$ cat src/logic/exec_pkg.sv
// Purpose: shared types and constants for the instruction execute core
// Assumes: 8-bit data path, 16-bit program words
// Notes:   operation codes are the core's own encoding
package exec_pkg;
  localparam int          DW          = 8;
  localparam int          AW          = 9;
  localparam int          PW          = 16;
  localparam logic [7:0]  SYS_BASE    = 8'h80;
  localparam logic [7:0]  IMM_REG_LO  = 8'h80;
  localparam logic [7:0]  IMM_REG_HI  = 8'h87;
  localparam logic [2:0]  COST_ONE    = 3'h1;
  localparam logic [2:0]  COST_TABLE  = 3'h2;
  localparam logic [7:0]  ACC_RESET   = 8'h00;

  typedef enum logic [5:0] {
    OP_NOP      = 6'h00, OP_MOV_AM  = 6'h01, OP_MOV_MA  = 6'h02,
    OP_B0MOV_AM = 6'h03, OP_B0MOV_MA = 6'h04, OP_MOV_AI = 6'h05,
    OP_B0MOV_MI = 6'h06, OP_XCH     = 6'h07, OP_BZ_XCH  = 6'h08,
    OP_TBLRD    = 6'h09, OP_ADC_AM  = 6'h0A, OP_ADC_MA  = 6'h0B,
    OP_ADD_AM   = 6'h0C, OP_ADD_MA  = 6'h0D, OP_B0ADD   = 6'h0E,
    OP_ADD_AI   = 6'h0F, OP_SBC_AM  = 6'h10, OP_SBC_MA  = 6'h11,
    OP_SUB_AM   = 6'h12, OP_SUB_MA  = 6'h13, OP_SUB_AI  = 6'h14,
    OP_AND_AM   = 6'h15, OP_AND_MA  = 6'h16, OP_AND_AI  = 6'h17,
    OP_OR_AM    = 6'h18, OP_OR_MA   = 6'h19, OP_OR_AI   = 6'h1A,
    OP_XOR_AM   = 6'h1B, OP_XOR_MA  = 6'h1C, OP_XOR_AI  = 6'h1D,
    OP_SWAP     = 6'h1E, OP_SWAP_MEM = 6'h1F, OP_RRC    = 6'h20,
    OP_RRC_MEM  = 6'h21, OP_RLC     = 6'h22, OP_RLC_MEM = 6'h23,
    OP_CLR      = 6'h24, OP_BCLR    = 6'h25, OP_BSET    = 6'h26,
    OP_BZ_BCLR  = 6'h27, OP_BZ_BSET = 6'h28, OP_CMP_SKIP = 6'h29
  } op_t;

  typedef enum logic [1:0] {
    ST_IDLE  = 2'b00,
    ST_FETCH = 2'b01,
    ST_EXEC  = 2'b10
  } state_t;

  typedef struct packed {
    op_t        op;
    logic [7:0] addr;
    logic [7:0] imm;
    logic [2:0] bitSel;
  } instr_t;

  typedef struct packed {
    logic c;
    logic dc;
    logic z;
  } flags_t;
endpackage

$ cat src/logic/instr_exec.sv
// Purpose: executes data, arithmetic, logic and bit instructions
// Assumes: data memory answers a read one cycle after memRd
// Notes:   costReg reports the instruction's cycle charge
//
// What this block does
// - immediate move only into registers 0x80..0x87
// - bank-0 exchange, 1+N cycles, flags kept
// - table read fills R and A, 2 cycles
// - add with carry sets C, DC, Z
// - add without carry, to A or to both A and memory
// - bank-0 add writes sum back to memory
// - add immediate, one cycle, C DC Z
// - subtract with borrow, carry means no borrow
// - subtract without carry-in, to A or to both A and memory
// - subtract immediate, same carry convention
// - AND OR XOR touch only Z
// - swap nibbles into accumulator, no flags
// - swap nibbles in place, 1+N, no flags
// - rotate through carry, to A or memory
// - bit clear and set, 1+N, no flags
// - compare immediate, skip when equal, 1+S
// - N is 0 for system registers, else 1
// - S is 1 when skip taken, else 0
`timescale 1ns/10ps
module instr_exec (
  // clock and reset
  input  wire logic                clk,
  input  wire logic                arst_n,
  input  wire logic                ce,
  // instruction issue
  input  wire logic                issueValid,
  input  wire exec_pkg::instr_t    issueInstr,
  input  wire logic                bankSel,
  output logic                     readyReg,
  output logic                     doneReg,
  output logic [2:0]               costReg,
  output logic                     skipReg,
  // data memory
  output logic [exec_pkg::AW-1:0]  memAddrReg,
  output logic                     memRdReg,
  output logic                     memWrReg,
  output logic [exec_pkg::DW-1:0]  memWdataReg,
  input  wire logic [exec_pkg::DW-1:0] memRdata,
  // program memory
  input  wire logic [7:0]          yValue,
  input  wire logic [7:0]          zValue,
  output logic [exec_pkg::PW-1:0]  progAddrReg,
  output logic                     progRdReg,
  input  wire logic [exec_pkg::PW-1:0] progData,
  // core state
  output logic [exec_pkg::DW-1:0]  accReg,
  output logic [exec_pkg::DW-1:0]  rReg,
  output exec_pkg::flags_t         flagsReg
);
  import exec_pkg::*;

  function automatic logic isBank0(op_t o);
    return o inside {OP_B0MOV_AM, OP_B0MOV_MA, OP_B0MOV_MI, OP_BZ_XCH,
                     OP_B0ADD, OP_BZ_BCLR, OP_BZ_BSET};
  endfunction

  function automatic logic usesImm(op_t o);
    return o inside {OP_MOV_AI, OP_B0MOV_MI, OP_ADD_AI, OP_SUB_AI,
                     OP_AND_AI, OP_OR_AI, OP_XOR_AI, OP_CMP_SKIP};
  endfunction

  // memory-writing forms charged 1+N, except the moves and CLR
  function automatic logic chargesN(op_t o);
    return o inside {OP_XCH, OP_BZ_XCH, OP_ADC_MA, OP_ADD_MA, OP_B0ADD,
                     OP_SBC_MA, OP_SUB_MA, OP_AND_MA, OP_OR_MA, OP_XOR_MA,
                     OP_SWAP_MEM, OP_RRC_MEM, OP_RLC_MEM, OP_BCLR, OP_BSET,
                     OP_BZ_BCLR, OP_BZ_BSET};
  endfunction

  function automatic logic isLogic(op_t o);
    return o inside {OP_AND_AM, OP_AND_MA, OP_AND_AI, OP_OR_AM, OP_OR_MA,
                     OP_OR_AI, OP_XOR_AM, OP_XOR_MA, OP_XOR_AI};
  endfunction

  function automatic logic isArith(op_t o);
    return o inside {OP_ADC_AM, OP_ADC_MA, OP_ADD_AM, OP_ADD_MA, OP_B0ADD,
                     OP_ADD_AI, OP_SBC_AM, OP_SBC_MA, OP_SUB_AM, OP_SUB_MA,
                     OP_SUB_AI};
  endfunction

  state_t     stateReg;
  instr_t     instrReg;
  logic       sysReg;
  op_t        op;
  logic [7:0] opnd;
  logic [7:0] bEff;
  logic       cin;
  logic       isSub;
  logic [8:0] sum9;
  logic [4:0] sum5;
  logic [7:0] result;
  logic       toMem;
  logic       toAcc;
  logic       newC;
  logic       updC;
  logic       updDc;
  logic       updZ;
  logic       skipNow;

  assign op = instrReg.op;
  assign opnd = usesImm(op) ? instrReg.imm : memRdata;

  // shared adder, subtract as add of inverted operand
  always_comb begin
    isSub = op inside {OP_SBC_AM, OP_SBC_MA, OP_SUB_AM, OP_SUB_MA,
                       OP_SUB_AI, OP_CMP_SKIP};
    bEff = isSub ? ~opnd : opnd;
    case (op)
      OP_ADC_AM, OP_ADC_MA, OP_SBC_AM, OP_SBC_MA: cin = flagsReg.c;
      OP_SUB_AM, OP_SUB_MA, OP_SUB_AI, OP_CMP_SKIP: cin = 1'b1;
      default:                                    cin = 1'b0;
    endcase
    sum9 = {1'b0, accReg} + {1'b0, bEff} + {8'h00, cin};
    sum5 = {1'b0, accReg[3:0]} + {1'b0, bEff[3:0]} + {4'h0, cin};
  end

  // result, destination and flag selection
  always_comb begin
    result = sum9[7:0];
    toMem = 1'b0;
    toAcc = 1'b0;
    newC = sum9[8];
    updC = 1'b0;
    updDc = 1'b0;
    updZ = 1'b0;
    skipNow = 1'b0;
    case (op)
      OP_MOV_AM, OP_B0MOV_AM: begin
        result = memRdata;
        toAcc = 1'b1;
        updZ = 1'b1;
      end
      OP_MOV_MA, OP_B0MOV_MA: begin
        result = accReg;
        toMem = 1'b1;
      end
      OP_MOV_AI: begin
        result = instrReg.imm;
        toAcc = 1'b1;
      end
      OP_B0MOV_MI: begin
        result = instrReg.imm;
        toMem = (instrReg.addr >= IMM_REG_LO) &&
                (instrReg.addr <= IMM_REG_HI);
      end
      OP_XCH, OP_BZ_XCH: begin
        result = accReg;
        toMem = 1'b1;
        toAcc = 1'b1;
      end
      OP_ADC_AM, OP_ADD_AM, OP_ADD_AI, OP_SBC_AM, OP_SUB_AM, OP_SUB_AI: begin
        toAcc = 1'b1;
      end
      OP_ADC_MA, OP_ADD_MA, OP_SBC_MA, OP_SUB_MA: begin
        toMem = 1'b1;
        toAcc = 1'b1;
      end
      OP_B0ADD: begin
        toMem = 1'b1;
      end
      OP_AND_AM, OP_AND_AI: begin
        result = accReg & opnd;
        toAcc = 1'b1;
      end
      OP_OR_AM, OP_OR_AI: begin
        result = accReg | opnd;
        toAcc = 1'b1;
      end
      OP_XOR_AM, OP_XOR_AI: begin
        result = accReg ^ opnd;
        toAcc = 1'b1;
      end
      OP_AND_MA: begin
        result = accReg & opnd;
        toMem = 1'b1;
      end
      OP_OR_MA: begin
        result = accReg | opnd;
        toMem = 1'b1;
      end
      OP_XOR_MA: begin
        result = accReg ^ opnd;
        toMem = 1'b1;
      end
      OP_SWAP, OP_SWAP_MEM: begin
        result = {memRdata[3:0], memRdata[7:4]};
        toAcc = (op == OP_SWAP);
        toMem = (op == OP_SWAP_MEM);
      end
      OP_RRC, OP_RRC_MEM: begin
        result = {flagsReg.c, memRdata[7:1]};
        newC = memRdata[0];
        updC = 1'b1;
        toAcc = (op == OP_RRC);
        toMem = (op == OP_RRC_MEM);
      end
      OP_RLC, OP_RLC_MEM: begin
        result = {memRdata[6:0], flagsReg.c};
        newC = memRdata[7];
        updC = 1'b1;
        toAcc = (op == OP_RLC);
        toMem = (op == OP_RLC_MEM);
      end
      OP_CLR: begin
        result = 8'h00;
        toMem = 1'b1;
      end
      OP_BCLR, OP_BZ_BCLR: begin
        result = memRdata & ~(8'h01 << instrReg.bitSel);
        toMem = 1'b1;
      end
      OP_BSET, OP_BZ_BSET: begin
        result = memRdata | (8'h01 << instrReg.bitSel);
        toMem = 1'b1;
      end
      OP_CMP_SKIP: begin
        updC = 1'b1;
        updZ = 1'b1;
        skipNow = (accReg == instrReg.imm);
      end
      default: begin
        result = sum9[7:0];
      end
    endcase
    if (isArith(op)) begin
      updC = 1'b1;
      updDc = 1'b1;
      updZ = 1'b1;
    end
    if (isLogic(op)) begin
      updZ = 1'b1;
    end
  end

  // sequencing: issue, fetch operand, execute
  always_ff @(posedge clk or negedge arst_n) begin
    if (!arst_n) begin
      stateReg <= ST_IDLE;
      instrReg <= '0;
      readyReg <= 1'b0;
    end else if (ce) begin
      case (stateReg)
        ST_IDLE: begin
          readyReg <= 1'b1;
          if (issueValid && readyReg) begin
            instrReg <= issueInstr;
            stateReg <= ST_FETCH;
            readyReg <= 1'b0;
          end
        end
        ST_FETCH: stateReg <= ST_EXEC;
        ST_EXEC: begin
          stateReg <= ST_IDLE;
          readyReg <= 1'b1;
        end
        default: stateReg <= ST_IDLE;
      endcase
    end
  end

  // operand and table fetch requests
  always_ff @(posedge clk or negedge arst_n) begin
    if (!arst_n) begin
      memAddrReg <= '0;
      memRdReg <= 1'b0;
      progAddrReg <= '0;
      progRdReg <= 1'b0;
    end else if (ce) begin
      memRdReg <= 1'b0;
      progRdReg <= 1'b0;
      if (stateReg == ST_IDLE && issueValid && readyReg) begin
        memAddrReg <= {isBank0(issueInstr.op) ? 1'b0 : bankSel,
                       issueInstr.addr};
        memRdReg <= !usesImm(issueInstr.op) &&
                    (issueInstr.op != OP_TBLRD);
        progAddrReg <= {yValue, zValue};
        progRdReg <= (issueInstr.op == OP_TBLRD);
      end
    end
  end

  // write-back to memory and accumulator
  always_ff @(posedge clk or negedge arst_n) begin
    if (!arst_n) begin
      memWrReg <= 1'b0;
      memWdataReg <= '0;
      accReg <= ACC_RESET;
      rReg <= '0;
    end else if (ce) begin
      memWrReg <= 1'b0;
      if (stateReg == ST_EXEC) begin
        memWrReg <= toMem;
        memWdataReg <= result;
        if (op == OP_TBLRD) begin
          rReg <= progData[15:8];
          accReg <= progData[7:0];
        end else if (toAcc) begin
          accReg <= (op == OP_XCH || op == OP_BZ_XCH) ? memRdata : result;
        end
      end
    end
  end

  // flags hold unless the operation lists them
  always_ff @(posedge clk or negedge arst_n) begin
    if (!arst_n) begin
      flagsReg <= '0;
    end else if (ce && stateReg == ST_EXEC) begin
      if (updC) flagsReg.c <= newC;
      if (updDc) flagsReg.dc <= sum5[4];
      if (updZ)
        flagsReg.z <= (op == OP_CMP_SKIP) ? skipNow : (result == 8'h00);
    end
  end

  // completion, cost and skip
  assign sysReg = (instrReg.addr >= SYS_BASE);
  always_ff @(posedge clk or negedge arst_n) begin
    if (!arst_n) begin
      doneReg <= 1'b0;
      costReg <= '0;
      skipReg <= 1'b0;
    end else if (ce) begin
      doneReg <= (stateReg == ST_EXEC);
      if (stateReg == ST_EXEC) begin
        skipReg <= skipNow;
        if (op == OP_TBLRD)
          costReg <= COST_TABLE;
        else if (chargesN(op))
          costReg <= COST_ONE + {2'b00, !sysReg};
        else
          costReg <= COST_ONE + {2'b00, skipNow};
      end
    end
  end

  property p_imm_reg_range;
    @(posedge clk) disable iff (!arst_n)
      (memWrReg && op == OP_B0MOV_MI) |->
        (memAddrReg[7:0] >= IMM_REG_LO && memAddrReg[7:0] <= IMM_REG_HI);
  endproperty
  a_imm_reg_range: assert property (p_imm_reg_range)
    else $error("immediate move wrote outside system registers");

  property p_xch_flags;
    @(posedge clk) disable iff (!arst_n)
      (doneReg && (op == OP_XCH || op == OP_BZ_XCH)) |-> $stable(flagsReg);
  endproperty
  a_xch_flags: assert property (p_xch_flags)
    else $error("exchange changed flags");

  property p_table_cost;
    @(posedge clk) disable iff (!arst_n)
      (ce && progRdReg) |=> ##1 (doneReg && costReg == 3'h2);
  endproperty
  a_table_cost: assert property (p_table_cost)
    else $error("table read not charged two cycles");

  property p_add_imm;
    @(posedge clk) disable iff (!arst_n)
      (doneReg && op == OP_ADD_AI) |->
        (accReg == 8'($past(accReg) + instrReg.imm) &&
         flagsReg.c == (({1'b0, $past(accReg)} + {1'b0, instrReg.imm})
                        > 9'h0FF));
  endproperty
  a_add_imm: assert property (p_add_imm)
    else $error("add immediate result or carry wrong");

  property p_sub_imm;
    @(posedge clk) disable iff (!arst_n)
      (doneReg && op == OP_SUB_AI) |->
        (flagsReg.c == ($past(accReg) >= instrReg.imm) &&
         flagsReg.z == ($past(accReg) == instrReg.imm));
  endproperty
  a_sub_imm: assert property (p_sub_imm)
    else $error("subtract immediate flags wrong");

  property p_logic_flags;
    @(posedge clk) disable iff (!arst_n)
      (doneReg && isLogic(op)) |->
        (flagsReg.c == $past(flagsReg.c) && flagsReg.dc == $past(flagsReg.dc));
  endproperty
  a_logic_flags: assert property (p_logic_flags)
    else $error("logic operation touched carry flags");

  property p_compare_skip;
    @(posedge clk) disable iff (!arst_n)
      (doneReg && op == OP_CMP_SKIP) |->
        (skipReg == ($past(accReg) == instrReg.imm) &&
         costReg == 3'(1 + skipReg) && $stable(accReg));
  endproperty
  a_compare_skip: assert property (p_compare_skip)
    else $error("compare skip or cost wrong");

  property p_n_cost;
    @(posedge clk) disable iff (!arst_n)
      (doneReg && chargesN(op)) |->
        (costReg == (instrReg.addr >= SYS_BASE ? 3'h1 : 3'h2));
  endproperty
  a_n_cost: assert property (p_n_cost)
    else $error("memory write cost wrong");

  property p_bit_flags;
    @(posedge clk) disable iff (!arst_n)
      (doneReg && op inside {OP_BCLR, OP_BSET, OP_BZ_BCLR, OP_BZ_BSET}) |->
        ($stable(flagsReg) && memWrReg);
  endproperty
  a_bit_flags: assert property (p_bit_flags)
    else $error("bit operation changed flags or skipped write");
endmodule // instr_exec

$ cat config.mk
export PLATFORM = sky130hd
export DESIGN_NAME = instr_exec
export DESIGN_NICKNAME = d
export VERILOG_FILES = /design/src/logic/exec_pkg.sv /design/src/logic/instr_exec.sv
export SDC_FILE = /design/constraint.sdc
export NUM_CORES = 1
export LEC_CHECK = 0
export BUFFER_PORTS_ARGS = -buffer_cell sky130_fd_sc_hd__clkbuf_2
export CORE_MARGIN = 3
export CORE_UTILIZATION = 45
export CTS_CLUSTER_DIAMETER = 50
export DETAILED_ROUTE_END_ITERATION = 12
export GPL_TIMING_DRIVEN = 1
export PLACE_DENSITY = 0.7
export SLEW_MARGIN = 5
export SYNTH_ARGS = -nofsm -noshare
export SYNTH_HDL_FRONTEND = slang
export SYNTH_SLANG_ARGS = --single-unit
$ cat constraint.sdc
create_clock -name clk -period 6.5 [get_ports clk]
set_input_delay 0.325 -clock clk [delete_from_list [all_inputs] [get_ports clk]]
set_output_delay 0.325 -clock clk [all_outputs]
set_load 0.03 [all_outputs]
# Yosys cells after proc, flatten, opt, wreduce, memory -nomap -nowiden
# Cells that the tools add are included.
# W data, S select, Z words.
[totals]
output_inout_bits = 61
mem_count = 0
in_bits = 70
ff_bits = 88
latchBits = 0
mem_bits_ro = 0
ram_bits = 0
[classes]
add_sub_neg = 6
n_reduce_logical = 47
n_eq_ne = 61
shifts = 1
bitwise_logic = 7
n_div = 0
n_lt_le_gt_ge = 2
n_mul = 0
n_mux = 28
[ops]
columns = ["cell", "n"]
rows = [
  ["$eq A6 B5 Y1 const B", 20],
  ["$pmux W8 S12", 1],
  ["$eq A6 B6 Y1 const B", 13],
  ["$eq A6 B4 Y1 const B", 12],
  ["$eq A6 B3 Y1 const B", 7],
  ["$mux W8", 5],
  ["$reduce_or A21 Y1", 1],
  ["$eq A6 B2 Y1 const B", 3],
  ["$reduce_bool A17 Y1", 1],
  ["$reduce_or A17 Y1", 1],
  ["$and A8 B8 Y8", 2],
  ["$not A8 Y8", 2],
  ["$or A8 B8 Y8", 2],
  ["$reduce_bool A8 Y1", 2],
  ["$reduce_and A2 Y1", 7],
  ["$reduce_or A2 Y1", 7],
  ["$mux W1", 13],
  ["$reduce_or A3 Y1", 4],
  ["$reduce_or A4 Y1", 3],
  ["$reduce_bool A11 Y1", 1],
  ["$add A8 B8 Y9", 1],
  ["$add A9 B1 Y9", 1],
  ["$reduce_and A3 Y1", 3],
  ["$reduce_bool A9 Y1", 1],
  ["other kinds (27)", 39],
]

# Logic depth before layout (Yosys ltp)
# Gate-level depths: netlist of the first run.
[logic_depth]
depth_word = 11
ltp_mapped = 20
depth_no_buf = 18

# Least setup slack after synthesis of the first run
# Ideal clock, no wire load.
[synth_timing]
path_kind = "register to register"
start = "register instrReg, in the netlist op[4]"
end = "register flagsReg[0] in the netlist's numbering"
required_ns = 6.418
path_stages_with_launch = 17
arrival_time_ns = 4.017
period_less_slack_ns = 4.099
setup_slack_ns = 2.401
path_cell_list = "dfrtp_1 > buf_4 > buf_2 > xnor2_1 > o31ai_4 > mux2i_1 > xor2_1 > fa_1 > fa_1 > nand2b_1 > a21oi_1 > xnor2_1 > a22o_1 > or3_4 > nor3_2 > nand4b_1 > a31oi_1"
[synth_via]
elab_chain_len = 10
elab_cells_between_ends = 75
[synth_lines]
columns = ["item", "line_no", "rtl"]
rows = [
  ["start, declared", "instr_exec.sv:87", "instr_t instrReg;"],
  ["start signal, assigned", "instr_exec.sv:251", "instrReg <= issueInstr;"],
  ["$eq A6 B3 Y1 (tied with other cells)", "instr_exec.sv:63, instr_exec.sv:132", ""],
  ["$reduce_bool A8 Y1", "instr_exec.sv:63", "return o inside {OP_MOV_AI, OP_B0MOV_MI, OP_ADD_AI, OP_SUB_AI,"],
  ["$mux W8", "instr_exec.sv:106", "assign opnd = usesImm(op) ? instrReg.imm : memRdata;"],
  ["$not A8 Y8", "instr_exec.sv:112", "bEff = isSub ? ~opnd : opnd;"],
  ["$mux W8", "instr_exec.sv:112", ""],
  ["$add A8 B8 Y9", "instr_exec.sv:118", "sum9 = {1'b0, accReg} + {1'b0, bEff} + {8'h00, cin};"],
  ["$add A9 B1 Y9", "instr_exec.sv:118", ""],
  ["$pmux W8 S12", "instr_exec.sv:132", "case (op)"],
  ["$logic_not A8 Y1", "instr_exec.sv:317", "flagsReg.z <= (op == OP_CMP_SKIP) ? skipNow : (result == 8'h00);"],
  ["$mux W1", "instr_exec.sv:317", ""],
  ["end, declared", "instr_exec.sv:53", "output exec_pkg::flags_t flagsReg"],
]
# Several ways; a longest one is shown, not always the timed one.
# A chain may end at the register's enable or synchronous reset.

# Worst setup path in the final report of the first run
[layout_timing]
start = "register instrReg, in the netlist op[0]"
end = "register accReg[6] in the netlist's numbering"
[layout_via]
elab_chain_len = 11
elab_cells_between_ends = 73
[layout_lines]
columns = ["item", "line_no", "rtl"]
rows = [
  ["$eq A6 B3 Y1 (tied with other cells)", "instr_exec.sv:63, instr_exec.sv:132", ""],
  ["$reduce_bool A8 Y1", "instr_exec.sv:63", ""],
  ["$mux W8", "instr_exec.sv:106", ""],
  ["$not A8 Y8", "instr_exec.sv:112", ""],
  ["$mux W8", "instr_exec.sv:112", ""],
  ["$add A8 B8 Y9", "instr_exec.sv:118", ""],
  ["$add A9 B1 Y9", "instr_exec.sv:118", ""],
  ["$pmux W8 S12", "instr_exec.sv:132", ""],
  ["$mux W8", "instr_exec.sv:303", "accReg <= (op == OP_XCH || op == OP_BZ_XCH) ? memRdata : result;"],
  ["$mux W8", "instr_exec.sv:302", "end else if (toAcc) begin"],
  ["$mux W8", "instr_exec.sv:299", "if (op == OP_TBLRD) begin"],
  ["end signal, assigned", "instr_exec.sv:301", "accReg <= progData[7:0];"],
  ["end signal, assigned", "instr_exec.sv:303", ""],
  ["end, declared", "instr_exec.sv:51", "output logic [exec_pkg::DW-1:0] accReg,"],
]
# Several ways; a longest one is shown, not always the timed one. The select of a mux whose other input is x is not followed.

==> impl_metrics.env, run 1 <==
export IMPL_status="complete, no violations"
export IMPL_tightest_slew_ps=1018
export IMPL_cts_setup_buffers=0
export IMPL_areaGrowthSynthToFinish_pct=17.62
export IMPL_r2r_end="accReg[6]$_DFFE_PN0P_"
export IMPL_grt_pass1_wl_um=28930
export IMPL_fin_nets=890
export IMPL_min_period_ps=4920
export IMPL_synth_commonest_cells="nand2_1 (169), dfrtp_1 (84), nor2_1 (42), o21ai_0 (32), a21oi_1 (27)"
export IMPL_numCtsBuffers=9
export IMPL_drc_errors=0
export IMPL_synth_nets=786
export IMPL_clk_pin_slew_ps=70
export IMPL_rsz0062_at_grt="false"
export IMPL_root_buffer="clkbuf_16"
export IMPL_powerDensity_nw_per_um2=602.8
export IMPL_worst_path_buf_inv=0
export IMPL_max_freq_mhz=203.2
export IMPL_core_um2=12310
export IMPL_grt_overflow_total=0
export IMPL_hold_depth=3
export IMPL_clkSinkCount=84
export IMPL_critPathSlowestCell="dfrtp_1"
export IMPL_clk_latency_ps=340
export IMPL_synth_ff_latch_count=84
export IMPL_die_w_um=119.7
export IMPL_critical_path_max_stage_delay_ps=860
export IMPL_syn_inst=691
export IMPL_drt_pass1_iterations=5
export IMPL_r2r_start="op[0]$_DFFE_PN0P_"
export IMPL_postRouteAntennaNets=0
export IMPL_io_pins=131
export IMPL_cap_violations=0
export IMPL_dr_total_vias=5567
export IMPL_holdPathEnd="instrReg[6]$_DFFE_PN0P_"
export IMPL_ctsHtreeMaxLevel=3
export IMPL_ys_warn_count=0
export IMPL_finalClockSkew_ps=7.763
export IMPL_viasPerCell=5.751
export IMPL_ys_async_sr_fraction_pct=100.0
export IMPL_hold_path_class="in2reg"
export IMPL_cpLargestDelayFamily="compound AO/OA/AOI/OAI gates"
export IMPL_hpwl_um=13250
export IMPL_place_congestion=1.072
export IMPL_die_area_um2=14340
export IMPL_synthDistinctLibCells=83
export IMPL_portBuffers=129
export IMPL_grt_usage_pct=25.39
export IMPL_final_hold_violation_count=0
export IMPL_crit_type="reg2reg"
export IMPL_antenna_found_initial=0
export IMPL_cp_cell_sequence="xor2_1, xnor2_1, o31ai_4, mux2i_1, xor2_1, fa_1, fa_1, nand2b_1, a211oi_1, nor3_1, o31a_1, a31oi_1, mux2i_1, o21ai_0, a21boi_0"
export IMPL_grt_max_degree=64
export IMPL_ys_flop_type="dfrtp_1"
export IMPL_whs_ps=168.4
export IMPL_p_total_mw=4.128
export IMPL_p_leak_nw=3.391
export IMPL_setup_viol=0
export IMPL_die_h_um=119.7
export IMPL_start_util_pct=47.29
export IMPL_wl_per_cell_um=18.54
export IMPL_timing_final_crit_share_pct=75.70
export IMPL_cts_tree="done"
export IMPL_crit_fanout=28
export IMPL_reg2reg_depth=15
export IMPL_synth_top_area_share_pct=36.11
export IMPL_clk_path_buf_depth=2
export IMPL_drt_total_wl_um=17950
export IMPL_avgSynthCellArea_um2=8.425
export IMPL_drtIter0Drc=487
export IMPL_slew_viol_final=0
export IMPL_start_kind="register"
export IMPL_synth_area_leaders="dfrtp_1 (36%), nand2_1 (11%), ha_1 (4.9%), mux2i_1 (3.3%), o21ai_0 (2.8%)"
export IMPL_syn_area_um2=5822
export IMPL_max_vdd_ir_drop_uv=315.9
export IMPL_fin_tns_setup_ps=0
export IMPL_slew_headroom_pct=31.99
export IMPL_r2r_setup_slack_ps=1580
export IMPL_grt_pass1_vias=5408
export IMPL_yosysMostFrequentCell="nand2_1"
export IMPL_fin_util_pct=55.62
export IMPL_yosysTopAreaCell="dfrtp_1"
export IMPL_num_rows=40
export IMPL_cp_end_kind="register"
export IMPL_required_ps=6760
export IMPL_synth_edf_count=0
export IMPL_ys_seq_area_share_pct=36.11
export IMPL_diodes=0
export IMPL_arrival_ps=5190
export IMPL_worst_hold_startpoint="issueInstr[6]"
export IMPL_drive_gt1_share_pct=23.00
-- how the worst max path moves through the flow --
| stage | from | endpoint | slack (ps) | cells after the start |
|---|---|---|---|---|
| floorplan | op[4]$_DFFE_PN0P_ | flagsReg[0]$_DFFE_PN0P_ | 2400 | 16 |
| global placement | op[0]$_DFFE_PN0P_ | accReg[6]$_DFFE_PN0P_ | 1800 | 15 |
| detailed placement | op[0]$_DFFE_PN0P_ | accReg[6]$_DFFE_PN0P_ | 1640 | 15 |
| CTS | op[0]$_DFFE_PN0P_ | accReg[6]$_DFFE_PN0P_ | 1620 | 15 |
| global route | op[0]$_DFFE_PN0P_ | accReg[6]$_DFFE_PN0P_ | 1100 | 15 |
| finish | op[0]$_DFFE_PN0P_ | accReg[6]$_DFFE_PN0P_ | 1580 | 15 |
-- state kept, by name, indices dropped and copies added (netlist names), 2 cells and up --
signal	count
memWdataReg	8
op	6
rReg	8
accReg	8
memAddrReg	9
stateReg	2
instrReg	16
flagsReg	3
costReg	2
progAddrReg	16
-- metrics by stage --
stage	std cells	instance area (um2)	setup slack [ps]
6_report	968	6848	1580
3_3_place_gp	951	6513	1802
3_5_place_dp	951	6513	1639
4_1_cts	968	6848	1621
5_1_grt	968	6848	1096
2_1_floorplan	691	5822	2401
-- layout by cell type (no fill, tap or decap), types with 16 or more instances in the layout --
cell type  instances
a21oi_1           27
clkbuf_2         128
dfrtp_1           84
ha_1              23
inv_1             26
mux2i_1           19
nand2_1          169
nand3_1           16
nor2_1            41
o21ai_0           31
-- metal layers --
layer / GRT usage [%] / wire length [um] / up-vias
met3: 6.739 / 1829 / 39
met2: 38.59 / 7991 / 284
met1: 35.12 / 7708 / 2621
met5: 0 / 0 / -
met4: 8.805 / 415 / 0
li1: - / - / 2623
-- layout make-up --
cell class	instances	area (um2)
clock buffers	11	242.7
clock inverters	5	82.58
fillers	1189	5464
inverters	27	101.3
multi-input cells	536	3398
flip-flops and latches	84	2102
well taps	168	210.2
repair buffers	137	710.7
-- cell families (layout without fill, tap and decap cells) --
| logic type | Yosys count | in the layout | synth area share (%) |
|---|---|---|---|
| other cells | 1 | 1 | 0.06441 |
| buf+inv | 71 | 180 | 5.652 |
| fa+ha+maj | 25 | 25 | 5.631 |
| compound gates | 150 | 150 | 18.31 |
| flops | 84 | 84 | 36.11 |
| xor+xnor | 25 | 25 | 3.761 |
| simple gates | 304 | 304 | 24.89 |
| mux | 31 | 31 | 5.588 |
-- worst reg2reg max path: cells and delay by family (launching register included) --
family          cells  cell delay (ps)
flops               1              860
xor+xnor            3              600
compound gates      6             1750
simple gates        2              290
mux                 2              520
fa+ha+maj           2              850
-- where the power goes --
part | internal [mW] | switching [mW] | total [mW]
Sequential | 0.745 | 0.339 | 1.08
Combinational | 0.942 | 1.54 | 2.48
Clock | 0.350 | 0.216 | 0.566
-- timing repair --
item	in CTS	in global routing
gates resized for setup	0	0
endpoints found under the setup margin	0	0
hold endpoints to repair	21	0
hold buffers	1	0
(Power assumes the default switching activity.)
==> run 2: changes to the inputs <==
- clock period: 6.5 -> 4.8 ns (I/O delays scaled with it)
==> run 2 against run 1 <==
Sequential power is 27% higher. Power is 33% higher. Global-route usage is 0.54 points lower. Critical endpoint unchanged. Largest power group unchanged. Final cell count is 0.52% higher. Sequential share of layout area hardly changed.
==> impl_metrics.env, run 2 (synthesis gave the netlist of run 1 again) <==
export IMPL_wl_per_cell_um=18.06
export IMPL_grt_usage_pct=24.85
export IMPL_p_int_mw=2.705
export IMPL_postRouteAntennaNets=0
export IMPL_r2r_setup_slack_ps=470
export IMPL_drtIter0Drc=622
export IMPL_reg2reg_depth=18
export IMPL_die_w_um=119.7
export IMPL_tightest_slew_ps=1134
export IMPL_layout_commonest_cell="nand2_1"
export IMPL_required_ps=5040
export IMPL_clk_pin_slew_ps=60
export IMPL_critPathSlowestCell="dfrtp_1"
export IMPL_fin_cells=973
export IMPL_hpwl_um=13170
export IMPL_max_freq_mhz=231.1
export IMPL_r2r_end="accReg[6]$_DFFE_PN0P_"
export IMPL_cp_end_kind="register"
export IMPL_viasPerCell=5.603
export IMPL_cp_cell_sequence="nand2b_1, nor2_1, nand2_1, o21ai_1, nand2_1, o31ai_4, mux2i_1, xor2_1, fa_1, fa_1, nand2b_1, a211oi_1, nor3_1, o31a_1, a31oi_1, mux2i_1, o21ai_0, a21boi_0"
export IMPL_diodes=0
export IMPL_fin_nets=896
export IMPL_die_area_um2=14340
export IMPL_slew_headroom_pct=23.87
export IMPL_arrival_ps=4570
export IMPL_p_sw_mw=2.800
export IMPL_antenna_found_initial=0
export IMPL_cpLargestDelayFamily="compound AO/OA/AOI/OAI gates"
export IMPL_clk_latency_ps=340
export IMPL_start_kind="register"
export IMPL_root_buffer="clkbuf_16"
export IMPL_cap_violations=0
export IMPL_worst_path_buf_inv=0
export IMPL_core_um2=12310
export IMPL_slew_viol_final=0
export IMPL_portBuffers=129
export IMPL_rsz0062_at_grt="false"
export IMPL_clk_path_buf_depth=2
export IMPL_ctsHtreeMaxLevel=3
export IMPL_cp_depth=18
export IMPL_numCtsBuffers=9
export IMPL_start_util_pct=47.29
export IMPL_layout_cells_most_common_list="nand2_1 (169), clkbuf_2 (128), dfrtp_1 (83), nor2_1 (41), o21ai_0 (32)"
export IMPL_crit_type="reg2reg"
export IMPL_r2r_start="op[4]$_DFFE_PN0P_"
export IMPL_min_period_ps=4327
export IMPL_fin_tns_setup_ps=0
export IMPL_grt_pass1_vias=5184
export IMPL_p_clk_share_pct=11.8
export IMPL_clkSinkCount=84
export IMPL_setup_viol=0
export IMPL_final_hold_violation_count=0
export IMPL_finalClockSkew_ps=6.472
export IMPL_dr_total_vias=5452
export IMPL_max_vdd_ir_drop_uv=428.3
export IMPL_cts_tree="done"
export IMPL_timing_final_crit_share_pct=90.14
export IMPL_p_leak_nw=3.387
export IMPL_status="complete, no violations"
export IMPL_powerDensity_nw_per_um2=804.1
export IMPL_place_congestion=0.9874
export IMPL_grt_pass1_wl_um=28500
export IMPL_crit_fanout=10
export IMPL_drive_gt1_share_pct=23.73
export IMPL_whs_ps=91.76
export IMPL_die_h_um=119.7
export IMPL_num_rows=40
export IMPL_grt_overflow_total=0
export IMPL_seqPwrFrac_pct=25.0
export IMPL_grt_max_degree=85
export IMPL_hold_path_class="in2async"
export IMPL_areaGrowthSynthToFinish_pct=17.58
export IMPL_io_pins=131
export IMPL_top_regs="instrReg: 16 flops, progAddrReg: 16 flops, memAddrReg: 9 flops"
export IMPL_fillers=1196
export IMPL_combPwrFrac_pct=63.3
export IMPL_cts_hold_buffers_added=0
export IMPL_place_inst=957
export IMPL_critical_path_max_stage_delay_ps=490
export IMPL_drt_pass1_iterations=5
export IMPL_drt_total_wl_um=17570
export IMPL_drc_errors=0
export IMPL_sw_frac_of_total_pct=50.86
## run 2: changes by cell type in the layout (fill, tap and decap cells not counted), sizes merged
cell,before,now
clkbuf,139,140
dlygate4sd3,1,0
buf,8,15
clkinvlp,0,3
inv,28,26
bufinv,2,0
clkinv,2,1
## run 2: layout make-up
class                      instances  area, um2  area share, %
timing repair buffer             143      753.2          11.00
tap                              168      210.2          3.071
sequential                        84       2103          30.73
multi-input combinational        536       3398          49.64
clock buffer                      12      256.5          3.747
inverter                          27      101.3          1.481
clock inverter                     3      22.52         0.3290
## run 2: worst max path at each step
stage,start,endpoint,slack [ps]
finish,op[4]$_DFFE_PN0P_,accReg[6]$_DFFE_PN0P_,470
global route,op[4]$_DFFE_PN0P_,accReg[6]$_DFFE_PN0P_,50
CTS,op[0]$_DFFE_PN0P_,accReg[6]$_DFFE_PN0P_,180
detailed placement,op[0]$_DFFE_PN0P_,accReg[6]$_DFFE_PN0P_,220
global placement,op[0]$_DFFE_PN0P_,accReg[6]$_DFFE_PN0P_,360
floorplan,op[4]$_DFFE_PN0P_,flagsReg[0]$_DFFE_PN0P_,700
## run 2: repair_timing
| action | 4_1_cts | 5_1_grt |
|---|---|---|
| buffers inserted | 0 | 1 |
| setup endpoints to repair | 0 | 3 |
| resized for setup | 0 | 1 |
## run 2: power groups by stage
stage	registers (mW)	logic, mW	clock network [mW]
detailed placement	1.37	3.42	0
global placement	1.36	3.40	0
floorplan	1.64	2.25	0
CTS	1.36	3.45	0.666
global route	1.41	3.81	0.694
finish	1.37	3.48	0.648
## run 2: metrics by stage
step	cell area, um2	util (%)	worst slack (ps)	total power [mW]
2_1_floorplan	5822	-	701.0	3.891
3_3_place_gp	6558	53.26	361.9	4.755
3_5_place_dp	6558	53.26	223.3	4.788
4_1_cts	6837	55.53	182.1	5.477
5_1_grt	6845	55.60	53.75	5.911
6_report	6845	55.60	473.4	5.505
## run 2: metal layers
layer  vias to the layer above  part of all wire (%)  routed length (um)  global-route usage [%]
li1                       2632                     -                   -                       -
met1                      2557                    45                7849                   35.92
met2                       241                    44                7645                   37.08
met3                        22                   9.8                1721                   6.221
met4                         0                   2.0                 357                   6.872
met5                         -                     0                   0                       0
==> run 3: changes to the inputs <==
- CAP_MARGIN: unset -> 20
- CORE_ASPECT_RATIO: unset -> 1.5
==> run 3 against run 2 <==
Sequential power about the same. Global-route usage increased by 0.73 points. Critical path type unchanged. Power is 1.7% higher. Setup slack lost 120 ps. Routed wire length grew 4.5%. Critical path depth unchanged. Clock skew up 5.5 ps. Critical endpoint unchanged. Register-to-register slack got worse by 120 ps. First-iteration DRC count down 44%.
==> impl_metrics.env, run 3 (synthesis gave the netlist of run 1 again) <==
export IMPL_status="complete, no violations"
export IMPL_min_period_ps=4447
export IMPL_cp_end_kind="register"
export IMPL_p_sw_mw=2.863
export IMPL_finalClockSkew_ps=11.93
export IMPL_tightest_slew_ps=1151
export IMPL_drc_errors=0
export IMPL_powerDensity_nw_per_um2=812.5
export IMPL_grt_pass1_vias=5627
export IMPL_fin_nets=898
export IMPL_worst_path_buf_inv=1
export IMPL_core_um2=12570
export IMPL_drtIter0Drc=348
export IMPL_setup_viol=0
export IMPL_drt_total_wl_um=18370
export IMPL_crit_fanout=16
export IMPL_io_pins=131
export IMPL_r2r_start="op[0]$_DFFE_PN0P_"
export IMPL_cts_tree="done"
export IMPL_cpLargestDelayFamily="compound AO/OA/AOI/OAI gates"
export IMPL_slew_headroom_pct=22.66
export IMPL_start_kind="register"
export IMPL_sw_frac_of_total_pct=51.12
export IMPL_crit_path_end="accReg[6]$_DFFE_PN0P_"
export IMPL_hpwl_um=13640
export IMPL_ctsHtreeMaxLevel=3
export IMPL_grt_max_degree=85
export IMPL_portBuffers=129
export IMPL_place_congestion=1.033
export IMPL_reg2reg_depth=18
export IMPL_start_util_pct=46.30
export IMPL_rsz0062_at_grt="false"
export IMPL_drt_pass1_iterations=5
export IMPL_p_leak_nw=3.426
export IMPL_arrival_ps=4710
export IMPL_cap_violations=0
export IMPL_clkSinkCount=84
export IMPL_grt_overflow_total=0
export IMPL_final_hold_violation_count=0
export IMPL_fin_tns_setup_ps=0
export IMPL_num_rows=50
export IMPL_antenna_found_initial=0
export IMPL_top_regs="instrReg: 16 flops, progAddrReg: 16 flops, memAddrReg: 9 flops"
export IMPL_clk_latency_ps=350
export IMPL_hold_path_class="in2reg"
export IMPL_wl_per_cell_um=19.05
export IMPL_combPwrFrac_pct=62.6
export IMPL_cp_depth=18
export IMPL_critPathSlowestCell="dfrtp_1"
export IMPL_crit_type="reg2reg"
export IMPL_p_total_mw=5.600
export IMPL_drive_gt1_share_pct=23.89
export IMPL_fin_util_pct=54.82
export IMPL_max_freq_mhz=224.9
export IMPL_clk_path_buf_depth=2
export IMPL_max_vdd_ir_drop_uv=444.3
export IMPL_required_ps=5060
export IMPL_clk_pin_slew_ps=70
export IMPL_viasPerCell=5.893
export IMPL_grt_pass1_wl_um=29260
export IMPL_slew_viol_final=0
export IMPL_ctsResizeCount=0
export IMPL_die_area_um2=14370
export IMPL_numCtsBuffers=9
export IMPL_timing_final_crit_share_pct=92.65
export IMPL_hold_depth=3
export IMPL_layout_commonest_cell="nand2_1"
export IMPL_p_clk_share_pct=12.9
export IMPL_die_w_um=98.87
export IMPL_cp_cell_sequence="buf_4, o22ai_1, a32oi_1, o21ai_1, nand2_1, o31ai_4, mux2i_1, xor2_1, fa_1, fa_1, nand2b_1, a211oi_1, nor3_1, o31a_1, a31oi_1, mux2i_1, o21ai_0, a21boi_0"
export IMPL_seqPwrFrac_pct=24.4
export IMPL_diodes=0
export IMPL_root_buffer="clkbuf_16"
export IMPL_dr_total_vias=5681
export IMPL_areaGrowthSynthToFinish_pct=18.40
export IMPL_critical_path_max_stage_delay_ps=610
export IMPL_grt_usage_pct=25.58
export IMPL_die_h_um=145.3
export IMPL_r2r_setup_slack_ps=350
export IMPL_r2r_end="accReg[6]$_DFFE_PN0P_"
export IMPL_layout_cells_most_common_list="nand2_1 (169), clkbuf_2 (128), dfrtp_1 (84), nor2_1 (41), o21ai_0 (32)"
export IMPL_startpoint="op[0]$_DFFE_PN0P_"
export IMPL_p_int_mw=2.737
export IMPL_postRouteAntennaNets=0
run 3: metrics by stage:
step           hold slack [ps]  cells  setup WS, ps  instance area [um2]
2_1_floorplan           -55.59    691         701.0                 5822
3_3_place_gp             428.8    945         535.2                 6543
3_5_place_dp             435.3    946         442.7                 6550
4_1_cts                  77.33    962         386.6                 6855
5_1_grt                  83.59    964         8.494                 6893
6_report                 88.65    964         352.7                 6893
run 3: power groups by stage:
stage / sequential [mW] / combinational [mW] / clock, mW
6_report: 1.37 / 3.51 / 0.724
5_1_grt: 1.42 / 3.80 / 0.768
3_5_place_dp: 1.37 / 3.46 / 0
3_3_place_gp: 1.36 / 3.41 / 0
2_1_floorplan: 1.64 / 2.25 / 0
4_1_cts: 1.36 / 3.47 / 0.744
run 3: how the worst min path moves through the flow:
stage                        startpoint                     endpoint  slack [ps]
after floorplan                  arst_n        accReg[0]$_DFFE_PN0P_         -60
after global placement        yValue[2]  progAddrReg[10]$_DFFE_PN0P_         430
after detailed placement  issueInstr[8]      instrReg[8]$_DFFE_PN0P_         440
after CTS                 issueInstr[8]      instrReg[8]$_DFFE_PN0P_          80
after global routing          yValue[1]   progAddrReg[9]$_DFFE_PN0P_          80
final                     issueInstr[4]      instrReg[4]$_DFFE_PN0P_          90
run 3: tightest hold or removal path, delay by kind of cell:
kind | cells | cell delay, ps
simple gates | 2 | 80
buf+inv | 1 | 70
run 3: per-layer routing:
layer  GRT usage (%)  vias to the layer above  wire length [um]
met4           13.94                        0              1008
met1           29.77                     2704              6910
met5               0                        -                 0
met2           43.67                      264              9065
li1                -                     2631                 -
met3           4.858                       82              1383
run 3: area by class of cell:
cell class / instances / area (um2)
clock buffer: 9 / 225.2
clock inverter: 7 / 80.08
fill: 1143 / 5682
inverter: 27 / 101.3
multi-input combinational: 536 / 3398
sequential: 84 / 2102
tap: 156 / 195.2
timing repair buffer: 145 / 790.8
run 3: repair_timing:
item,CTS,global route
endpoints found under the hold margin,0,27
hold buffers,0,1
buffers inserted,0,0
